## src/logic/flash_ctrl_unit_pkg.sv

```systemverilog
// Package for the flash access controller: register map, commands, sizes, timing and types.
`default_nettype none
package flash_ctrl_unit_pkg;
  // Clock and slow debounce clock.
  localparam int CLK_HZ          = 40_000_000;
  localparam int SLOW_HZ         = 32_000;
  localparam int SLOW_DIV        = CLK_HZ / SLOW_HZ;
  // Erase pin qualification times, in ms, and their slow-tick counts.
  localparam int EP_IGNORE_MS    = 100;
  localparam int EP_ERASE_MS     = 220;
  localparam int EP_IGNORE_TICKS = EP_IGNORE_MS * SLOW_HZ / 1000;
  localparam int EP_ERASE_TICKS  = EP_ERASE_MS * SLOW_HZ / 1000;
  // Array organisation.
  localparam int PAGE_BYTES      = 256;
  localparam int PAGE_COUNT      = 1024;
  localparam int REGION_PAGES    = 64;
  localparam int LOCK_BITS       = 16;
  localparam int WBUF_BYTES      = 128;
  localparam int WBUF_WORDS      = WBUF_BYTES / 4;
  localparam int FUSE_BITS       = 3;
  localparam int RD_BITS         = 128;
  // Register byte addresses.
  localparam logic [11:0] A_CTRL = 12'h000;
  localparam logic [11:0] A_CMD  = 12'h004;
  localparam logic [11:0] A_STAT = 12'h008;
  localparam logic [11:0] A_RES  = 12'h00C;
  localparam logic [11:0] A_LOCK = 12'h010;
  localparam logic [11:0] A_FUSE = 12'h014;
  localparam logic [11:0] A_CAL  = 12'h018;
  localparam logic [11:0] A_UID  = 12'h020;
  localparam logic [11:0] A_WBUF = 12'h100;
  // Status bit positions.
  localparam int S_RDY   = 0;
  localparam int S_ERR   = 1;
  localparam int S_LOCK  = 2;
  localparam int S_FAST  = 3;
  localparam int S_SEC   = 4;
  localparam int S_SHORT = 5;
  // Control reset values.
  localparam logic [3:0] WS_RST     = 4'h0;
  localparam logic       NARROW_RST = 1'b0;
  // Command opcodes, bits [7:0] of the command word; argument in [17:8].
  localparam logic [7:0] OP_PROG = 8'h01;
  localparam logic [7:0] OP_ERPG = 8'h02;
  localparam logic [7:0] OP_EALL = 8'h03;
  localparam logic [7:0] OP_SETL = 8'h04;
  localparam logic [7:0] OP_CLRL = 8'h05;
  localparam logic [7:0] OP_SETF = 8'h06;
  localparam logic [7:0] OP_CLRF = 8'h07;
  localparam logic [7:0] OP_DESC = 8'h08;
  // Address decode: ROM stays at this base; a 4 MB window is compared.
  localparam logic [31:0] ROM_BASE = 32'h0080_0000;
  localparam int          MAP_LO   = 22;

  typedef struct packed {
    logic       wr;
    logic       erase;
    logic       erase_all;
    logic [9:0] page;
    logic [4:0] widx;
    logic [31:0] wdata;
  } arr_cmd_s;

  typedef enum logic [3:0] {
    ST_IDLE = 4'b0001,
    ST_PROG = 4'b0010,
    ST_WAIT = 4'b0100,
    ST_PIN  = 4'b1000
  } cmd_st_e;
endpackage
`default_nettype wire

```

## src/logic/flash_ctrl_unit.sv

```systemverilog
// Flash access controller: APB registers, commands, read path, locks and fuse bits.
`timescale 1ns/1ps
`default_nettype none
module flash_ctrl_unit
  import flash_ctrl_unit_pkg::*;
#(
  parameter logic [12:0] EP_IGNORE_TICKS_P = 13'(EP_IGNORE_TICKS),
  parameter logic [12:0] EP_ERASE_TICKS_P  = 13'(EP_ERASE_TICKS)
) (
  input  wire logic         mclk_i,
  input  wire logic         reset_i,
  input  wire logic         psel_i,
  input  wire logic         penable_i,
  input  wire logic         pwrite_i,
  input  wire logic [11:0]  paddr_i,
  input  wire logic [31:0]  pwdata_i,
  output logic      [31:0]  prdata_o,
  output logic              pready_o,
  output logic              pslverr_o,
  input  wire logic         rd_req_i,
  input  wire logic [17:0]  rd_addr_i,
  output logic      [31:0]  rd_data_o,
  output logic              rd_valid_o,
  output arr_cmd_s          arr_cmd_o,
  output logic              arr_rd_o,
  output logic      [13:0]  arr_line_o,
  output logic              arr_narrow_o,
  input  wire logic [127:0] arr_rdata_i,
  input  wire logic         arr_done_i,
  input  wire logic [15:0]  nvm_lock_i,
  input  wire logic [2:0]   nvm_fuse_i,
  output logic      [15:0]  nvm_lock_o,
  output logic      [2:0]   nvm_fuse_o,
  input  wire logic [31:0]  calib_i,
  input  wire logic [127:0] uid_i,
  input  wire logic         erase_pin_i,
  input  wire logic         test_select_pin_i,
  input  wire logic         prog_strap_a_i,
  input  wire logic         prog_strap_b_i,
  input  wire logic         dbg_req_i,
  input  wire logic         fp_cmd_valid_i,
  input  wire logic [31:0]  fp_cmd_i,
  output logic              fast_prog_mode_o,
  output logic              access_refused_o,
  output logic              lock_irq_o,
  output logic              boot_flash_at_zero_o,
  input  wire logic [31:0]  map_addr_i,
  output logic              map_rom_o,
  output logic              map_flash_o
);
  logic [3:0]  sync1_reg, sync2_reg;
  logic [3:0]  ws_reg;
  logic        narrow_reg, ld_done_reg, cmd_err_reg, ep_short_reg, ep_go_reg;
  logic [15:0] lock_reg;
  logic [2:0]  fuse_reg;
  logic [31:0] result_reg;
  logic [31:0] wbuf [WBUF_WORDS];
  cmd_st_e     st_reg;
  logic [10:0] div_reg;
  logic        tick_reg;
  logic [12:0] ep_cnt_reg;
  logic        rd_act_reg;
  logic [3:0]  rd_cnt_reg;
  logic [4:0]  act_len;

  // Two-flop pin synchronisers; reset assumes idle straps so no false fast mode follows.
  always_ff @(posedge mclk_i) begin
    if (reset_i) begin
      sync1_reg <= 4'h7;
      sync2_reg <= 4'h7;
    end else begin
      sync1_reg <= {erase_pin_i, test_select_pin_i, prog_strap_a_i, prog_strap_b_i};
      sync2_reg <= sync1_reg;
    end
  end

  // APB decode; a write commits only at the edge where pready is seen high.
  wire        apb_wr   = psel_i & penable_i & pready_o & pwrite_i;
  wire        wbuf_hit = paddr_i[11:7] == A_WBUF[11:7];
  wire        stat_wr  = apb_wr & (paddr_i == A_STAT);
  wire        apb_cmd  = apb_wr & (paddr_i == A_CMD);
  // The fast port is shut out entirely while the part is secured.
  wire        fp_ok    = fp_cmd_valid_i & fast_prog_mode_o & ~fuse_reg[0];
  wire        cmd_go   = apb_cmd | fp_ok;
  wire [31:0] cmd_w    = apb_cmd ? pwdata_i : fp_cmd_i;
  wire [7:0]  op       = cmd_w[7:0];
  wire [9:0]  pg       = cmd_w[17:8];
  wire [1:0]  fidx     = cmd_w[9:8];
  wire        pg_lock  = lock_reg[pg[9:6]];
  wire        idle     = (st_reg == ST_IDLE) & ~ep_go_reg & ld_done_reg;
  wire        pin_fin  = (st_reg == ST_PIN) & arr_done_i;
  logic       ev_lock, ev_bad, go;
  logic [31:0] rdata_next;
  logic        rd_hit;

  // Command screening: busy, locked target and illegal fuse operations.
  always_comb begin
    ev_lock = 1'b0;
    ev_bad  = 1'b0;
    go      = 1'b0;
    if (cmd_go && !idle) begin
      ev_bad = 1'b1;
    end else if (cmd_go) begin
      case (op)
        OP_PROG, OP_ERPG: begin
          ev_lock = pg_lock;
          go      = ~pg_lock;
        end
        OP_EALL: begin
          ev_lock = |lock_reg;
          go      = ~|lock_reg;
        end
        OP_SETL, OP_CLRL, OP_DESC: go = 1'b1;
        OP_SETF: begin
          go     = 32'(fidx) < FUSE_BITS;
          ev_bad = ~go;
        end
        // Fuse 0 cannot be cleared by command.
        OP_CLRF: begin
          go     = (fidx != 2'h0) && (32'(fidx) < FUSE_BITS);
          ev_bad = ~go;
        end
        default: ev_bad = 1'b1;
      endcase
    end
  end

  // Register read mux; calibration and identifier have no write path at all.
  always_comb begin
    rdata_next = 32'h0000_0000;
    rd_hit     = 1'b1;
    if (wbuf_hit) begin
      rdata_next = wbuf[paddr_i[6:2]];
    end else if (paddr_i[11:4] == A_UID[11:4]) begin
      rdata_next = uid_i[{paddr_i[3:2], 5'h00} +: 32];
    end else begin
      case (paddr_i)
        A_CTRL: rdata_next = {27'h0, narrow_reg, ws_reg};
        A_CMD:  rdata_next = 32'h0000_0000;
        A_STAT: begin
          rdata_next[S_RDY]   = st_reg == ST_IDLE;
          rdata_next[S_ERR]   = cmd_err_reg;
          rdata_next[S_LOCK]  = lock_irq_o;
          rdata_next[S_FAST]  = fast_prog_mode_o;
          rdata_next[S_SEC]   = fuse_reg[0];
          rdata_next[S_SHORT] = ep_short_reg;
        end
        A_RES:  rdata_next = result_reg;
        A_LOCK: rdata_next = {16'h0, lock_reg};
        A_FUSE: rdata_next = {29'h0, fuse_reg};
        A_CAL:  rdata_next = calib_i;
        default: rd_hit = 1'b0;
      endcase
    end
  end

  // APB answer: one wait state, so data and pready leave flops together.
  always_ff @(posedge mclk_i) begin
    if (reset_i) begin
      pready_o  <= 1'b0;
      prdata_o  <= 32'h0000_0000;
      pslverr_o <= 1'b0;
    end else begin
      pready_o  <= psel_i & penable_i & ~pready_o;
      pslverr_o <= psel_i & penable_i & ~pready_o & ~rd_hit;
      if (psel_i && penable_i && !pready_o) begin
        prdata_o <= pwrite_i ? 32'h0000_0000 : rdata_next;
      end
    end
  end

  // Control register: wait states and the 64-bit narrowing option.
  always_ff @(posedge mclk_i) begin
    if (reset_i) begin
      ws_reg     <= WS_RST;
      narrow_reg <= NARROW_RST;
    end else if (apb_wr && paddr_i == A_CTRL) begin
      ws_reg     <= pwdata_i[3:0];
      narrow_reg <= pwdata_i[4];
    end
  end

  // Write buffer; it returns to all ones once committed, like erased cells.
  always_ff @(posedge mclk_i) begin
    if (reset_i || (st_reg == ST_PROG && arr_cmd_o.widx == 5'(WBUF_WORDS - 1))) begin
      for (int i = 0; i < WBUF_WORDS; i++) begin
        wbuf[i] <= 32'hFFFF_FFFF;
      end
    end else if (apb_wr && wbuf_hit) begin
      wbuf[paddr_i[6:2]] <= pwdata_i;
    end
  end

  // Command sequencer towards the array; pin erase takes priority when idle.
  always_ff @(posedge mclk_i) begin
    if (reset_i) begin
      st_reg     <= ST_IDLE;
      arr_cmd_o  <= '0;
      result_reg <= 32'h0000_0000;
    end else begin
      arr_cmd_o.erase     <= 1'b0;
      arr_cmd_o.erase_all <= 1'b0;
      case (st_reg)
        ST_IDLE: begin
          if (ep_go_reg && ld_done_reg) begin
            arr_cmd_o.erase_all <= 1'b1;
            st_reg              <= ST_PIN;
          end else if (go) begin
            case (op)
              OP_PROG: begin
                arr_cmd_o.wr    <= 1'b1;
                arr_cmd_o.page  <= pg;
                arr_cmd_o.widx  <= 5'h00;
                arr_cmd_o.wdata <= wbuf[0];
                st_reg          <= ST_PROG;
              end
              OP_ERPG: begin
                arr_cmd_o.erase <= 1'b1;
                arr_cmd_o.page  <= pg;
                st_reg          <= ST_WAIT;
              end
              OP_EALL: begin
                arr_cmd_o.erase_all <= 1'b1;
                st_reg              <= ST_WAIT;
              end
              OP_DESC: begin
                case (pg[2:0])
                  3'h0: result_reg <= 32'(PAGE_BYTES);
                  3'h1: result_reg <= 32'(PAGE_COUNT);
                  3'h2: result_reg <= 32'(LOCK_BITS);
                  3'h3: result_reg <= 32'(REGION_PAGES);
                  3'h4: result_reg <= 32'(WBUF_BYTES);
                  3'h5: result_reg <= 32'(FUSE_BITS);
                  default: result_reg <= 32'h0000_0000;
                endcase
              end
              default: ;
            endcase
          end
        end
        ST_PROG: begin
          if (arr_cmd_o.widx == 5'(WBUF_WORDS - 1)) begin
            arr_cmd_o.wr <= 1'b0;
            st_reg       <= ST_WAIT;
          end else begin
            arr_cmd_o.widx  <= arr_cmd_o.widx + 5'h01;
            arr_cmd_o.wdata <= wbuf[arr_cmd_o.widx + 5'h01];
          end
        end
        ST_WAIT: if (arr_done_i) st_reg <= ST_IDLE;
        ST_PIN:  if (arr_done_i) st_reg <= ST_IDLE;
        default: st_reg <= ST_IDLE;
      endcase
    end
  end

  // Lock and fuse bits: loaded from the array's store after reset, written back through outputs.
  always_ff @(posedge mclk_i) begin
    if (reset_i) begin
      lock_reg    <= 16'h0000;
      fuse_reg    <= 3'h0;
      ld_done_reg <= 1'b0;
    end else if (!ld_done_reg) begin
      lock_reg    <= nvm_lock_i;
      fuse_reg    <= nvm_fuse_i;
      ld_done_reg <= 1'b1;
    end else if (pin_fin) begin
      lock_reg    <= 16'h0000;
      fuse_reg[0] <= 1'b0;
      fuse_reg[1] <= 1'b0;
    end else if (go) begin
      case (op)
        OP_SETL: lock_reg[pg[9:6]] <= 1'b1;
        OP_CLRL: lock_reg[pg[9:6]] <= 1'b0;
        OP_SETF: fuse_reg[fidx] <= 1'b1;
        OP_CLRF: fuse_reg[fidx] <= 1'b0;
        default: ;
      endcase
    end
  end
  assign nvm_lock_o = lock_reg;
  assign nvm_fuse_o = fuse_reg;

  // Sticky error flags; write one to clear, and a new event wins over the clear.
  always_ff @(posedge mclk_i) begin
    if (reset_i) begin
      cmd_err_reg <= 1'b0;
      lock_irq_o  <= 1'b0;
    end else begin
      cmd_err_reg <= ev_bad | (cmd_err_reg & ~(stat_wr & pwdata_i[S_ERR]));
      lock_irq_o  <= ev_lock | (lock_irq_o & ~(stat_wr & pwdata_i[S_LOCK]));
    end
  end

  // Slow clock enable from the system clock.
  always_ff @(posedge mclk_i) begin
    if (reset_i) begin
      div_reg  <= 11'h000;
      tick_reg <= 1'b0;
    end else begin
      tick_reg <= div_reg == 11'(SLOW_DIV - 1);
      div_reg  <= (div_reg == 11'(SLOW_DIV - 1)) ? 11'h000 : div_reg + 11'h001;
    end
  end

  // Erase pin debounce; a pulse fires once, however long the pin stays high.
  always_ff @(posedge mclk_i) begin
    if (reset_i) begin
      ep_cnt_reg   <= 13'h0000;
      ep_go_reg    <= 1'b0;
      ep_short_reg <= 1'b0;
    end else begin
      if (tick_reg && sync2_reg[3]) begin
        if (ep_cnt_reg < EP_ERASE_TICKS_P) ep_cnt_reg <= ep_cnt_reg + 13'h0001;
      end else if (tick_reg) begin
        ep_cnt_reg <= 13'h0000;
      end
      if (tick_reg && sync2_reg[3] && ep_cnt_reg == EP_ERASE_TICKS_P - 13'h0001) begin
        ep_go_reg <= 1'b1;
      end else if (st_reg == ST_IDLE && ld_done_reg) begin
        ep_go_reg <= 1'b0;
      end
      // A release between the two limits is flagged but never erases.
      if (tick_reg && !sync2_reg[3] && ep_cnt_reg >= EP_IGNORE_TICKS_P
          && ep_cnt_reg < EP_ERASE_TICKS_P) begin
        ep_short_reg <= 1'b1;
      end else if (stat_wr && pwdata_i[S_SHORT]) begin
        ep_short_reg <= 1'b0;
      end
    end
  end

  // Read path: one line fetch, then the programmed wait states, then the word.
  always_ff @(posedge mclk_i) begin
    if (reset_i) begin
      rd_act_reg   <= 1'b0;
      rd_cnt_reg   <= 4'h0;
      arr_rd_o     <= 1'b0;
      arr_line_o   <= 14'h0000;
      arr_narrow_o <= NARROW_RST;
      rd_valid_o   <= 1'b0;
      rd_data_o    <= 32'h0000_0000;
    end else begin
      rd_valid_o   <= 1'b0;
      arr_narrow_o <= narrow_reg;
      if (!rd_act_reg && rd_req_i && !rd_valid_o && st_reg == ST_IDLE) begin
        rd_act_reg <= 1'b1;
        arr_rd_o   <= 1'b1;
        arr_line_o <= rd_addr_i[17:4];
        rd_cnt_reg <= ws_reg;
      end else if (rd_act_reg) begin
        if (rd_cnt_reg == 4'h0) begin
          rd_act_reg <= 1'b0;
          arr_rd_o   <= 1'b0;
          rd_valid_o <= 1'b1;
          rd_data_o  <= arr_rdata_i[{rd_addr_i[3:2], 5'h00} +: 32];
        end else begin
          rd_cnt_reg <= rd_cnt_reg - 4'h1;
        end
      end
    end
  end

  // Mode, security and address map outputs.
  always_ff @(posedge mclk_i) begin
    if (reset_i) begin
      fast_prog_mode_o     <= 1'b0;
      access_refused_o     <= 1'b0;
      boot_flash_at_zero_o <= 1'b0;
      map_rom_o            <= 1'b0;
      map_flash_o          <= 1'b0;
    end else begin
      fast_prog_mode_o     <= sync2_reg[2:0] == 3'b000;
      access_refused_o     <= (fuse_reg[0] | ~ld_done_reg) & (dbg_req_i | fast_prog_mode_o);
      boot_flash_at_zero_o <= fuse_reg[1];
      map_rom_o            <= (map_addr_i[31:MAP_LO] == ROM_BASE[31:MAP_LO])
                              | (map_addr_i[31:MAP_LO] == '0 & ~fuse_reg[1]);
      map_flash_o          <= (map_addr_i[31:MAP_LO] == '0) & fuse_reg[1];
    end
  end

  // Helper: length of the current read's wait phase.
  always_ff @(posedge mclk_i) begin
    if (reset_i || !rd_act_reg) act_len <= 5'h00;
    else act_len <= act_len + 5'h01;
  end
endmodule // flash_ctrl_unit
`default_nettype wire

```

## config.mk

```make
export PLATFORM = sky130hd
export DESIGN_NAME = flash_ctrl_unit
export DESIGN_NICKNAME = d
export VERILOG_FILES = /design/src/logic/flash_ctrl_unit_pkg.sv /design/src/logic/flash_ctrl_unit.sv
export SDC_FILE = /design/constraint.sdc
export NUM_CORES = 2
export LEC_CHECK = 0
export BUFFER_PORTS_ARGS = -buffer_cell sky130_fd_sc_hd__buf_2
export CORE_MARGIN = 2
export CORE_UTILIZATION = 40
export DETAILED_ROUTE_END_ITERATION = 10
export SLEW_MARGIN = 20
export SYNTH_ARGS = -nofsm -noshare
export SYNTH_HDL_FRONTEND = slang
export SYNTH_SLANG_ARGS = --single-unit
```

## constraint.sdc

```tcl
create_clock -name mclk_i -period 7.2 [get_ports mclk_i]
set_clock_uncertainty 0.1 [all_clocks]
set_input_delay 1.08 -clock mclk_i [delete_from_list [all_inputs] [get_ports mclk_i]]
set_output_delay 1.08 -clock mclk_i [all_outputs]
set_load 0.005 [all_outputs]
```

==> metrics.csv <==
stage;metric;value;unit
critical_path;crit_type;flop to flop;
pwr;comb_power_share;8.0;%
final_layout;nets;5868;
synthesis;ys_types;78;
pwr;p_clk_share;44.2;%
routing;detail_route.wl_per_cell;36.0;µm
placement;portBuffers;565;
die;start_util;40.3;%
sta;setup_viol;0;
sta;clock.fmax;200;MHz
pwr;p_leak;21.2;nW
routing;ant_nets;0;
pwr;swShare;25.0;%
sta;drv_slew;0;
sta;fin_crit_sh;69.3;%
die;ios;604;
grt;grt.total_usage;32.2;%
synthesis;synth_enable_flop_cells;1024;
routing;wl_met1;97600;µm
routing;routed.top_layer;met5;
die;die-area;169000;µm²
routing;dr_wl_met3;36500;µm
critical_path;cp_data_arrival_time;5.54;ns
final_layout;drive_gt1_share;29.2;%
pwr;ir_drop;0.000283;V
pwr;internal_power;12.3;mW
routing;first_pass_iters;7;
sta;hold_viol_final;0;
synthesis;synthFlopType;edfxtp_1;
clock_network;htree_levels;4;
synthesis;syn_avg_cell_area;12.8;µm²
clock_network;ctsResizeCount;0;
placement;place_inst;7455;
min_path;hp-class;flop to flop;
synthesis;syn_area;66500;µm²
clock_network;numCtsBuffers;141;
routing;wl_met2;128000;µm
routing;finalWirelength;279000;µm
critical_path;r2r_slack;2.21;ns
die;die_w;412;µm
die;design.core.area;165000;µm²
sta;fin_setup_tns;0;ns
placement;place_congestion;0.933;
run;maxCapViolCount;0;
final_layout;nFillCells;14600;
final_layout;top_regs;wbuf x1024, arr_cmd_o x50;
clock_network;clk_pin_slew_worst_paths;0.06;ns
pwr;power.density;215;nW/µm²
final_layout;regArea;35100;µm²
clock_network;root_buffer;clkbuf_16;
critical_path;critPathLaunchType;flop;
grt;grt_pass1_wl;386000;µm
die;row_count;149;
clock_network;clock_sink_count;1239;
synthesis;ys_seq_elements;1239;
die;fp.dieH;412;µm
pwr;power_frac_seq;47.8;%
grt;grt_pass1_vias;49700;
final_layout;fin_cells;7749;
grt;grt_overflow;0;
sta;tightest_slew;1.39;ns
final_layout;largest_register;wbuf;
grt;antenna_found_initial;54;
pwr;power_switching;4.11;mW
final_layout;largest_reg_flops;1024;
grt;grt_max_degree;189;
sta;rsz0062_at_grt;no;
final_layout;multiInputGateArea;29300;µm²
synthesis;synth-seq-area-share;52.7;%
synthesis;synthesis.nets;5644;
synthesis;synthArstFlopShare;0;%
clock_network;cts_tree;yes;
sta;min_period;4.99;ns
outcome;status;complete, no violations;
routing;via_count;51800;
pwr;finalPower;16.5;mW
sta;slew_headroom;7.46;%
synthesis;ys_warn_count;0;
placement;dp_hpwl;174000;µm
routing;drc_errors;0;
final_layout;areaGrowthSynthToFinish;15.0;%
critical_path;worstSetupEndpointType;flop;
synthesis;netlist_instances;5187;
routing;vias_per_cell;6.69;
critical_path;cp_max_fo;82;
critical_path;critPathRequiredTime;7.75;ns
clock_network;clk_latency;0.82;ns
clock_network;cts_max_path_buffers;3;
clock_network;cts_hold_buf;0;
clock_network;postCtsSetupBuffers;0;
routing;drt_iter0_drc;7428;
[cell families after synthesis]
| logic type | Yosys count | share of synthesized area [%] |
|---|---|---|
| adder cells (fa/ha/maj) | 11 | 0.207 |
| XOR/XNOR | 26 | 0.343 |
| multiplexers | 616 | 20.3 |
| buffers and inverters | 713 | 4.18 |
| AO/OA/AOI/OAI | 637 | 6.36 |
| AND/OR/NAND/NOR | 1945 | 15.8 |
| flip-flops | 1239 | 52.7 |
[path summary, 6_finish.rpt]
check | from | to | cells past startpoint
setup / recovery | arr_cmd_o[32] | wbuf[10][19] | 9
hold / removal | sync2_reg[2] | fast_prog_mode_o | 1
setup reg to reg | arr_cmd_o[32] | wbuf[10][19] | 9
hold reg to reg | sync2_reg[2] | fast_prog_mode_o | 1
[cells in the mapped netlist, types with 18 or more instances]
library cell / count / area (µm²)
nand3_1: 98 / 490
o21ai_0: 117 / 586
nand2_1: 466 / 1750
clkbuf_1: 532 / 2000
a211oi_1: 30 / 225
a311oi_1: 56 / 490
nor2_1: 143 / 537
buf_2: 35 / 175
mux4_2: 587 / 13200
a22oi_1: 27 / 203
dfxtp_1: 215 / 4300
inv_1: 66 / 248
nor4_1: 18 / 113
or3_1: 1035 / 6470
a221oi_1: 66 / 578
o22ai_1: 70 / 438
nor3_1: 38 / 190
buf_1: 67 / 251
and3_1: 74 / 463
edfxtp_1: 1024 / 30700
a21oi_1: 172 / 861
mux2i_1: 24 / 240
[worst max-delay path: stages (launching register included)]
cell and delay, ns:
dfxtp_4 0.78, ha_4 0.30, and3_1 0.17, ha_2 0.29
a21oi_4 0.12, nand3_1 0.15, or2_4 0.73, buf_4 0.86
buf_4 0.91, or3_1 0.22
[power groups by stage]
stage / Sequential [mW] / Combinational [mW] / Clock [mW]
after global routing: 7.87 / 1.36 / 7.58
after detailed placement: 8.02 / 1.29 / 0
after floorplan: 8.01 / 0.606 / 0
final: 7.87 / 1.32 / 7.27
after global placement: 8.01 / 1.28 / 0
after CTS: 7.86 / 1.30 / 7.29
[layout make-up]
| type | count | share of cell area [%] |
|---|---|---|
| inverters | 67 | 0.329 |
| clock inverters | 56 | 0.753 |
| flip-flops and latches | 1239 | 45.8 |
| repair buffers | 727 | 5.87 |
| diodes | 37 | 0.121 |
| multi-input cells | 3235 | 38.3 |
| well taps | 2189 | 3.58 |
| clock buffers | 199 | 5.25 |
[metrics by stage]
stage                     hold WS [ns]  cell area, µm²  worst slack [ns]  utilization (%)
after CTS                        0.287           76400              2.28             46.3
after detailed placement         0.277           71800              1.47             43.5
final                            0.291           76500              2.21             46.3
after global routing             0.313           76500              2.04             46.3
after floorplan                  0.268           66500              1.44                -
after global placement           0.276           71800              1.43             43.5
[metal layers]
layer	global-route usage (%)	vias up
met1	39.8	26400
met4	18.2	34
met2	49.6	3756
li1	-	20900
met3	10.6	702
met5	0	-
[cells in the final DEF, fill, tap and decap left out, drive strengths merged, types with 30 or more instances in the layout]
cell type,n
a211oi,30
a21oi,174
a221oi,68
a311oi,56
and3,74
buf,725
clkbuf,201
clkinv,40
dfxtp,215
diode,37
edfxtp,1024
inv,72
mux4,587
nand2,466
nand3,98
nor2,144
nor3,39
o21ai,123
o22ai,70
or3,1036
Power figures use the tool's default switching activity.
